**src/inc/mids_map.vh**
```
`ifndef MIDS_MAP_VH
`define MIDS_MAP_VH
// device-type code; the value is arbitrary, chosen for this block only
`define MIDS_TYPE_CODE   4'h6
`define MIDS_TYPE_W      4
`define MIDS_STRAP_W     3
`define MIDS_ADDR_W      8
`define MIDS_DATA_W      8
`define MIDS_DEPTH       256
`define MIDS_ADDR_RST    8'h00
`define MIDS_BITCNT_ACK  4'h8
`define MIDS_BITCNT_RST  4'h0
// rw bit position in the slave address byte
`define MIDS_RW_BIT      0
`endif

```
**src/verilog/mids_sync.v**
```verilog
`timescale 1ns/1ps
// three-stage sampler; output moves only when stages two and three agree
module mids_sync (
  input  wire mclk,
  input  wire rstn,
  input  wire pin_i,
  output reg  level_q
);
  reg s1_q;
  reg s2_q;
  reg s3_q;
  always @(posedge mclk or negedge rstn) begin
    if (!rstn) begin
      s1_q    <= 1'b1;
      s2_q    <= 1'b1;
      s3_q    <= 1'b1;
      level_q <= 1'b1;
    end else begin
      s1_q <= pin_i;
      s2_q <= s1_q;
      s3_q <= s2_q;
      if (s2_q == s3_q) begin
        level_q <= s3_q;
      end
    end
  end
endmodule

```
**src/verilog/mids_slave.v**
```verilog
`timescale 1ns/1ps
`include "mids_map.vh"
// Notes on behaviour
// - data changes only while serial clock low
// - start begins command; idle until start seen
// - stop after read returns slave to standby
// - transmitter releases; receiver acks ninth clock
// - address match gives ack, then read/write
// - read: acked byte without stop sends next
// - no ack ends read; stop gives standby
// - write: ack every byte until stop
// - upper four address bits match type code
// - next three bits match strap inputs
// - direction bit one reads, zero writes
// - counter holds last accessed location plus one
// - current read: ack, eight bits, no-ack, stop
// - sequential read counter wraps 255 to 0
module mids_slave (
  input  wire       mclk,
  input  wire       rstn,
  input  wire       scl_i,
  input  wire       sda_i,
  output reg        sda_o,
  output reg        sda_oe,
  input  wire       strap_addr_bit0,
  input  wire       strap_addr_bit1,
  input  wire       strap_addr_bit2,
  output reg        standby_q,
  output reg  [7:0] addr_cnt_q
);
  // ************************************************************
  // states
  // ************************************************************
  localparam [2:0] ST_IDLE  = 3'h0;
  localparam [2:0] ST_DEVA  = 3'h1;
  localparam [2:0] ST_WADR  = 3'h2;
  localparam [2:0] ST_WDAT  = 3'h3;
  localparam [2:0] ST_RDAT  = 3'h4;
  localparam [2:0] ST_RACK  = 3'h5;

  // ************************************************************
  // pin sampling and edge finding
  // ************************************************************
  wire scl_s;
  wire sda_s;
  reg  scl_p_q;
  reg  sda_p_q;
  mids_sync u_scl (.mclk(mclk), .rstn(rstn), .pin_i(scl_i), .level_q(scl_s));
  mids_sync u_sda (.mclk(mclk), .rstn(rstn), .pin_i(sda_i), .level_q(sda_s));

  // straps are board pins; sampled like the bus so a slow strap cannot glitch a match
  wire sa0_s;
  wire sa1_s;
  wire sa2_s;
  mids_sync u_sa0 (.mclk(mclk), .rstn(rstn), .pin_i(strap_addr_bit0), .level_q(sa0_s));
  mids_sync u_sa1 (.mclk(mclk), .rstn(rstn), .pin_i(strap_addr_bit1), .level_q(sa1_s));
  mids_sync u_sa2 (.mclk(mclk), .rstn(rstn), .pin_i(strap_addr_bit2), .level_q(sa2_s));

  wire scl_rise = scl_s & ~scl_p_q;
  wire scl_fall = ~scl_s & scl_p_q;
  // data moving under a high clock is framing, never data
  wire start_ev = scl_s & scl_p_q & sda_p_q & ~sda_s;
  wire stop_ev  = scl_s & scl_p_q & ~sda_p_q & sda_s;

  // ************************************************************
  // storage
  // ************************************************************
  reg [7:0] mem_q [0:`MIDS_DEPTH-1];
  reg [2:0] st_q;
  reg [3:0] bit_q;
  reg [7:0] sh_q;
  reg       ack_ph_q;
  reg       was_rd_q;

  function [7:0] inc8;
    input [7:0] a;
    begin
      inc8 = a + 8'h01;
    end
  endfunction

  // ************************************************************
  // address match
  // ************************************************************
  function addr_hit;
    input [7:0] b;
    input [2:0] s;
    begin
      addr_hit = (b[7:4] == `MIDS_TYPE_CODE)
               & (b[3:1] == s);
    end
  endfunction

  wire [2:0] strap   = {sa2_s, sa1_s, sa0_s};
  wire [7:0] rx_byte = {sh_q[6:0], sda_s};
  wire       dev_hit = addr_hit(sh_q, strap);

  // ************************************************************
  // memory write
  // ************************************************************
  integer i;
  always @(posedge mclk or negedge rstn) begin
    if (!rstn) begin
      for (i = 0; i < `MIDS_DEPTH; i = i + 1) begin
        mem_q[i] <= 8'h00;
      end
    end else if (st_q == ST_WDAT && scl_rise && !ack_ph_q && bit_q == 4'h7) begin
      mem_q[addr_cnt_q] <= rx_byte;
    end
  end

  // ************************************************************
  // bus engine
  // ************************************************************
  always @(posedge mclk or negedge rstn) begin
    if (!rstn) begin
      scl_p_q    <= 1'b1;
      sda_p_q    <= 1'b1;
      st_q       <= ST_IDLE;
      bit_q      <= `MIDS_BITCNT_RST;
      sh_q       <= 8'h00;
      ack_ph_q   <= 1'b0;
      was_rd_q   <= 1'b0;
      sda_o      <= 1'b0;
      sda_oe     <= 1'b0;
      standby_q  <= 1'b1;
      addr_cnt_q <= `MIDS_ADDR_RST;
    end else begin
      scl_p_q <= scl_s;
      sda_p_q <= sda_s;
      if (start_ev) begin
        // repeated start keeps the counter, so a dummy write sets it
        st_q      <= ST_DEVA;
        bit_q     <= `MIDS_BITCNT_RST;
        ack_ph_q  <= 1'b0;
        sda_oe    <= 1'b0;
        standby_q <= 1'b0;
      end else if (stop_ev) begin
        st_q      <= ST_IDLE;
        sda_oe    <= 1'b0;
        standby_q <= 1'b1;
        was_rd_q  <= 1'b0;
      end else begin
        case (st_q)
          ST_IDLE: begin
            sda_oe <= 1'b0;
          end
          ST_DEVA, ST_WADR, ST_WDAT: begin
            if (scl_rise && !ack_ph_q) begin
              sh_q  <= rx_byte;
              bit_q <= bit_q + 4'h1;
              if (bit_q == 4'h7) begin
                ack_ph_q <= 1'b1;
                if (st_q == ST_WADR) begin
                  addr_cnt_q <= rx_byte;
                end else if (st_q == ST_WDAT) begin
                  addr_cnt_q <= inc8(addr_cnt_q);
                end
              end
            end else if (scl_fall && ack_ph_q && bit_q == `MIDS_BITCNT_ACK) begin
              if (st_q == ST_DEVA && !dev_hit) begin
                st_q <= ST_IDLE;
              end else begin
                sda_o  <= 1'b0;
                sda_oe <= 1'b1;
                bit_q  <= bit_q + 4'h1;
              end
            end else if (scl_fall && ack_ph_q) begin
              bit_q    <= `MIDS_BITCNT_RST;
              ack_ph_q <= 1'b0;
              if (st_q == ST_DEVA && sh_q[`MIDS_RW_BIT]) begin
                // read: first data bit goes out on this same low phase
                st_q     <= ST_RDAT;
                was_rd_q <= 1'b1;
                sh_q     <= {mem_q[addr_cnt_q][6:0], 1'b0};
                sda_o    <= mem_q[addr_cnt_q][7];
                sda_oe   <= ~mem_q[addr_cnt_q][7];
                addr_cnt_q <= inc8(addr_cnt_q);
              end else begin
                sda_oe <= 1'b0;
                st_q   <= (st_q == ST_DEVA) ? ST_WADR : ST_WDAT;
              end
            end
          end
          ST_RDAT: begin
            if (scl_fall) begin
              if (bit_q == 4'h7) begin
                sda_oe <= 1'b0;
                st_q   <= ST_RACK;
                bit_q  <= `MIDS_BITCNT_RST;
              end else begin
                // open drain: a one is a released line
                sda_o  <= sh_q[7];
                sda_oe <= ~sh_q[7];
                sh_q   <= {sh_q[6:0], 1'b0};
                bit_q  <= bit_q + 4'h1;
              end
            end
          end
          ST_RACK: begin
            if (scl_rise) begin
              if (sda_s) begin
                st_q <= ST_IDLE;
              end else begin
                sh_q <= mem_q[addr_cnt_q];
                addr_cnt_q <= inc8(addr_cnt_q);
                bit_q <= 4'h9;
              end
            end else if (scl_fall && bit_q == 4'h9) begin
              st_q   <= ST_RDAT;
              bit_q  <= `MIDS_BITCNT_RST;
              sda_o  <= sh_q[7];
              sda_oe <= ~sh_q[7];
              sh_q   <= {sh_q[6:0], 1'b0};
            end
          end
          default: st_q <= ST_IDLE;
        endcase
      end
    end
  end
endmodule

```
**config.mk**
```make
export PLATFORM = sky130hd
export DESIGN_NAME = mids_slave
export DESIGN_NICKNAME = d
export VERILOG_FILES = /design/src/verilog/mids_sync.v /design/src/verilog/mids_slave.v
export VERILOG_INCLUDE_DIRS = /design/src /design/src/inc
export SDC_FILE = /design/constraint.sdc
export NUM_CORES = 2
export LEC_CHECK = 0
export ABC_AREA = 0
export BUFFER_PORTS_ARGS = -buffer_cell sky130_fd_sc_hd__clkbuf_2
export CAP_MARGIN = 10
export CORE_ASPECT_RATIO = 1.25
export CORE_UTILIZATION = 50
export DETAILED_ROUTE_END_ITERATION = 10
export PLACE_DENSITY = 0.64
export RECOVER_POWER = 100
export SYNTH_ARGS = -nofsm -noshare
export SYNTH_HDL_FRONTEND = slang
export SYNTH_HIERARCHICAL = 1
export SYNTH_SLANG_ARGS = --single-unit
```
**constraint.sdc**
```tcl
create_clock -name mclk -period 5.5 [get_ports mclk]
set_clock_uncertainty 0.1 [all_clocks]
set_input_delay 1.1 -clock mclk [delete_from_list [all_inputs] [get_ports mclk]]
set_output_delay 1.1 -clock mclk [all_outputs]
set_load 0.02 [all_outputs]
```
==> metrics list <==
* Number of max-slew violations in the final report: 306
- RSZ-0062 raised after global routing: no
* Maximum number of pins on one net before global-route repair: 212
- Number of iterations in the first detailed-routing pass: 11
- The worst setup path is captured at a flip-flop.
- CTS saw 2097 sinks.
* # port buffers: 17
* Net count after synthesis: 6478
* Failing checks: design-rule violations, max-capacitance violations, max-slew violations
* CTS resizes: 0
- Once routing completed, OpenROAD measured the worst setup slack at 0.3549 ns.
* R2R cell count: 7
* Die Span X: 396.7 microns
- After global routing the overflow that remains totals 0.
* Storage cell area: 0.05255 sq mm
- For this run, asynchronously set or reset flops after synthesis account for 1.000.
* Std-Cell Core Area: 0.1930 sq mm
- Clock insertion delay at the later pin of the skew report: 0.86 ns
- Peak Freq: 194.4 MHz
* Number of core rows: 180
- The worst register-to-register path ends at mem_q[891]$_DFFE_PN0P_.
- Worst Setup Slack post-DPL: 0.9076 ns
* Mean routed wirelength per cell: 32.11 microns
- Result of the run: complete, but fails checks
* Endpoints failing setup: 0
* Met2 track demand over resource in global routing: 0.4874
- At the worst endpoint, the arrival time is 5.79 ns.
- Subtracting the final worst setup slack from the clock period gives 5.145 ns.
- Post-CTS Setup Inserts: 0
* End point of the critical path: mem_q[891]$_DFFE_PN0P_
- Top-area cell type share of the netlist area: 0.5331
- Counting flops with a built-in enable in the synthesized netlist gives 0.
* Io pins: 18
- Number of buffers inserted for hold repair after clock tree synthesis: 0
- For this block, the via count after detailed routing is 58450.
* Floorplan die area: 0.1965 sq mm
- Reg2reg start: u_scl/level_q$_DFFE_PN1N_
* Global-route wire length before repair: 436900 microns
- Summed over all layers, the routed wires come to 295000 microns.
- Hold is met by 0.2308 ns.
- Critical path required time: 6.14 ns
* Final net count: 6474
- After detailed routing, the number of vias per cell comes to 6.362.
- Number of inserted filler cells in the final layout: 15680
* CTS tree: built
- Detailed placement ended at an HPWL of 191200 microns.
* Path type of the worst min-delay path: input port to flip-flop
* Met1 usage in global routing: 0.4026
- The initial utilization of the core area, before any placement, comes to 0.5044.
* Total negative slack: 0 ns
* Max transition margin: -1.872
- The worst setup path is of the flip-flop to flip-flop kind.
* Count of unique library cells instantiated by Yosys: 82
- In the routed design, unresolved DRC markers number 10.
- Prevailing post-synth register cell: dfrtp_1
* Number of DRC markers after the initial detailed-route iteration: 5064
- Summing all multi-input logic gate instances after layout gives 0.04142 sq mm.
* Yosys warns: 6
- In the finished design, the share of the clock period the worst path needs comes to 0.9355.
- In this run the power density over the cells is 403.4 mW/mm^2.
* Kind of launch point of the worst setup path: flip-flop
* Clock tree buffer depth: 3
- Initial antenna violation count: 10
- The number of hold violations in the final report is 0.
- Routability congestion estimate from global placement: 0.9492
- Summed over all cells, the static leakage comes to 50.50 nW.
* Area growth from synthesis to layout: 9.643%
- Reg2Reg Setup Slack: 0.35 ns
* FF+latch count, synth: 2097
- Clock-pin slew was measured on the worst setup and hold paths at 0.06 ns.
- Sequential-to-total area share from yosys stat: 0.5393
- Power consumption: 0.04306 W
- For the pin with the worst max-slew slack, the measured transition is 4.308 ns.
- Total CTS buffers: 210
- Fraction of final layout cells sized beyond drive strength 1: 0.4623
- Along the worst path, the maximum fanout reaches 16.
* Largest cells by area after synthesis: dfrtp_1 (53%), mux2_2 (24%), mux4_2 (9.3%)
* Via count of the first global-routing pass: 60460
- The critical path starts at u_scl/level_q$_DFFE_PN1N_.
- CTS HTree Levels: 4
* Global-route track usage on met3: 0.05523
- Antenna-violating nets left: 0
- Mean instance size in the synthesized netlist: 15.06 sq um
- Measured along the y axis, the die boundary spans 495.3 microns.
- Across the VDD grid, the largest voltage drop is 0.4464 mV.
* Post-synth design cell area: 0.09735 sq mm
- Fin util: 0.5530
* Synth Instances: 6464
- Count of max-cap constraint violations: 9
* Global routing's busiest layer: met2
- Across every metal layer, demand over resource in global routing totals 0.3044.
- Root buffer cell: clkbuf_16
- Cell accounting for the most synthesized area: dfrtp_1
## Yosys cell counts, types with 6 or more instances
| library cell | count |
|---|---|
| dfrtp_1 | 2074 |
| a211oi_1 | 14 |
| o21ai_0 | 53 |
| nand4_1 | 22 |
| nor2b_1 | 17 |
| mux2_2 | 2061 |
| a22o_1 | 12 |
| nand2_1 | 123 |
| nand4b_1 | 8 |
| a21oi_1 | 68 |
| buf_6 | 38 |
| o2111ai_1 | 6 |
| mux2i_1 | 277 |
| buf_2 | 56 |
| ha_1 | 7 |
| clkbuf_1 | 332 |
| o22ai_1 | 26 |
| nand3_2 | 10 |
| a22oi_1 | 132 |
| buf_4 | 43 |
| inv_1 | 7 |
| nand3_1 | 69 |
| nor3_1 | 15 |
| o211ai_1 | 10 |
| a32oi_1 | 11 |
| a31oi_1 | 17 |
| nand2b_1 | 14 |
| nor4_1 | 6 |
| a221oi_1 | 23 |
| nor2_2 | 120 |
| buf_1 | 25 |
| dfstp_2 | 23 |
| nor2_1 | 111 |
| nor2_4 | 100 |
| and3_1 | 13 |
| mux4_2 | 403 |
## per-stage QoR
step / cell area (sq um) / instances
2_1_floorplan: 97350 / 6464
3_3_place_gp: 101000 / 8796
3_5_place_dp: 101000 / 8796
4_1_cts: 108200 / 9182
5_1_grt: 106700 / 9184
6_report: 106700 / 9187
## cells in the final DEF, fill, tap and decap left out, types with 14 or more instances in the layout
master,instances
a31oi_1,17
nor3_1,16
clkbuf_1,122
bufinv_16,17
a21oi_1,68
nand2b_1,14
clkbuf_16,215
clkinv_2,32
nand2_1,123
buf_12,44
a211oi_1,14
mux2i_1,277
o21ai_0,54
a22oi_1,132
dfrtp_1,2063
o22ai_1,26
mux2_2,2057
nand3_1,73
clkbuf_8,57
nor2_1,324
a221oi_1,23
buf_4,137
mux4_2,403
nand4_1,22
clkbuf_2,21
## worst max-delay path: stages, from the launching register on
cell and delay (ns):
dfstp_1 0.77, or3b_2 0.57, nor3_1 0.21, clkbuf_1 0.69, nand3_1 0.85, buf_4 0.51
nor2_1 0.90, mux2_2 0.43
## how the worst min path moves through the flow
stage / startpoint / slack [ns] / endpoint / cells after the start
floorplan: u_sa0/s1_q$_DFF_PN1_ / 0.25 / u_sa0/s2_q$_DFF_PN1_ / 0
global placement: u_sa2/s1_q$_DFF_PN1_ / 0.25 / u_sa2/s2_q$_DFF_PN1_ / 0
detailed placement: u_scl/s1_q$_DFF_PN1_ / 0.25 / u_scl/s2_q$_DFF_PN1_ / 0
CTS: strap_addr_bit1 / 0.17 / u_sa1/s1_q$_DFF_PN1_ / 1
global route: sda_i / 0.19 / u_sda/s1_q$_DFF_PN1_ / 1
finish: sda_i / 0.23 / u_sda/s1_q$_DFF_PN1_ / 1
## flip-flops by register name (all words and copies together), names as in the netlist, 3 cells and up
name,flops
addr_cnt_q,8
mem_q,2048
bit_q,4
sh_q,8
st_q,3
## logic make-up (layout without fill, tap and decap cells)
group | Yosys count | in the layout | share of synthesized area
AOI/OAI and AO/OA | 428 | 428 | 0.03068
muxes | 2741 | 2741 | 0.3601
buffers and inverters | 505 | 675 | 0.02478
and+or+nand+nor | 678 | 678 | 0.04333
xor gates and xnor gates | 3 | 3 | 0.0002700
DFF | 2097 | 2097 | 0.5393
other | 0 | 5 | 0
adders and majority gates | 12 | 12 | 0.001478
## final cells by class
| cell class | instances | area share |
|---|---|---|
| clock inverter | 66 | 0.008112 |
| sequential | 2097 | 0.4923 |
| clock buffer | 320 | 0.05944 |
| tap | 2548 | 0.02987 |
| timing repair buffer | 278 | 0.02165 |
| multi-input combinational | 3862 | 0.3881 |
| antenna | 5 | 0.0001172 |
| inverter | 11 | 0.0004103 |
## power breakdown
part / switching (W) / total (W) / internal (W)
sequential: 0.000912 / 0.0165 / 0.0156
combinational: 0.00839 / 0.0116 / 0.00323
clock: 0.00625 / 0.0150 / 0.00873
## layer usage
metal,wire length (microns),vias to the layer above
li1,-,24010
met2,141400,1956
met3,18300,674
met5,76,-
met1,119100,31790
met4,16090,10
No activity file was read; power rests on OpenSTA's default activity.
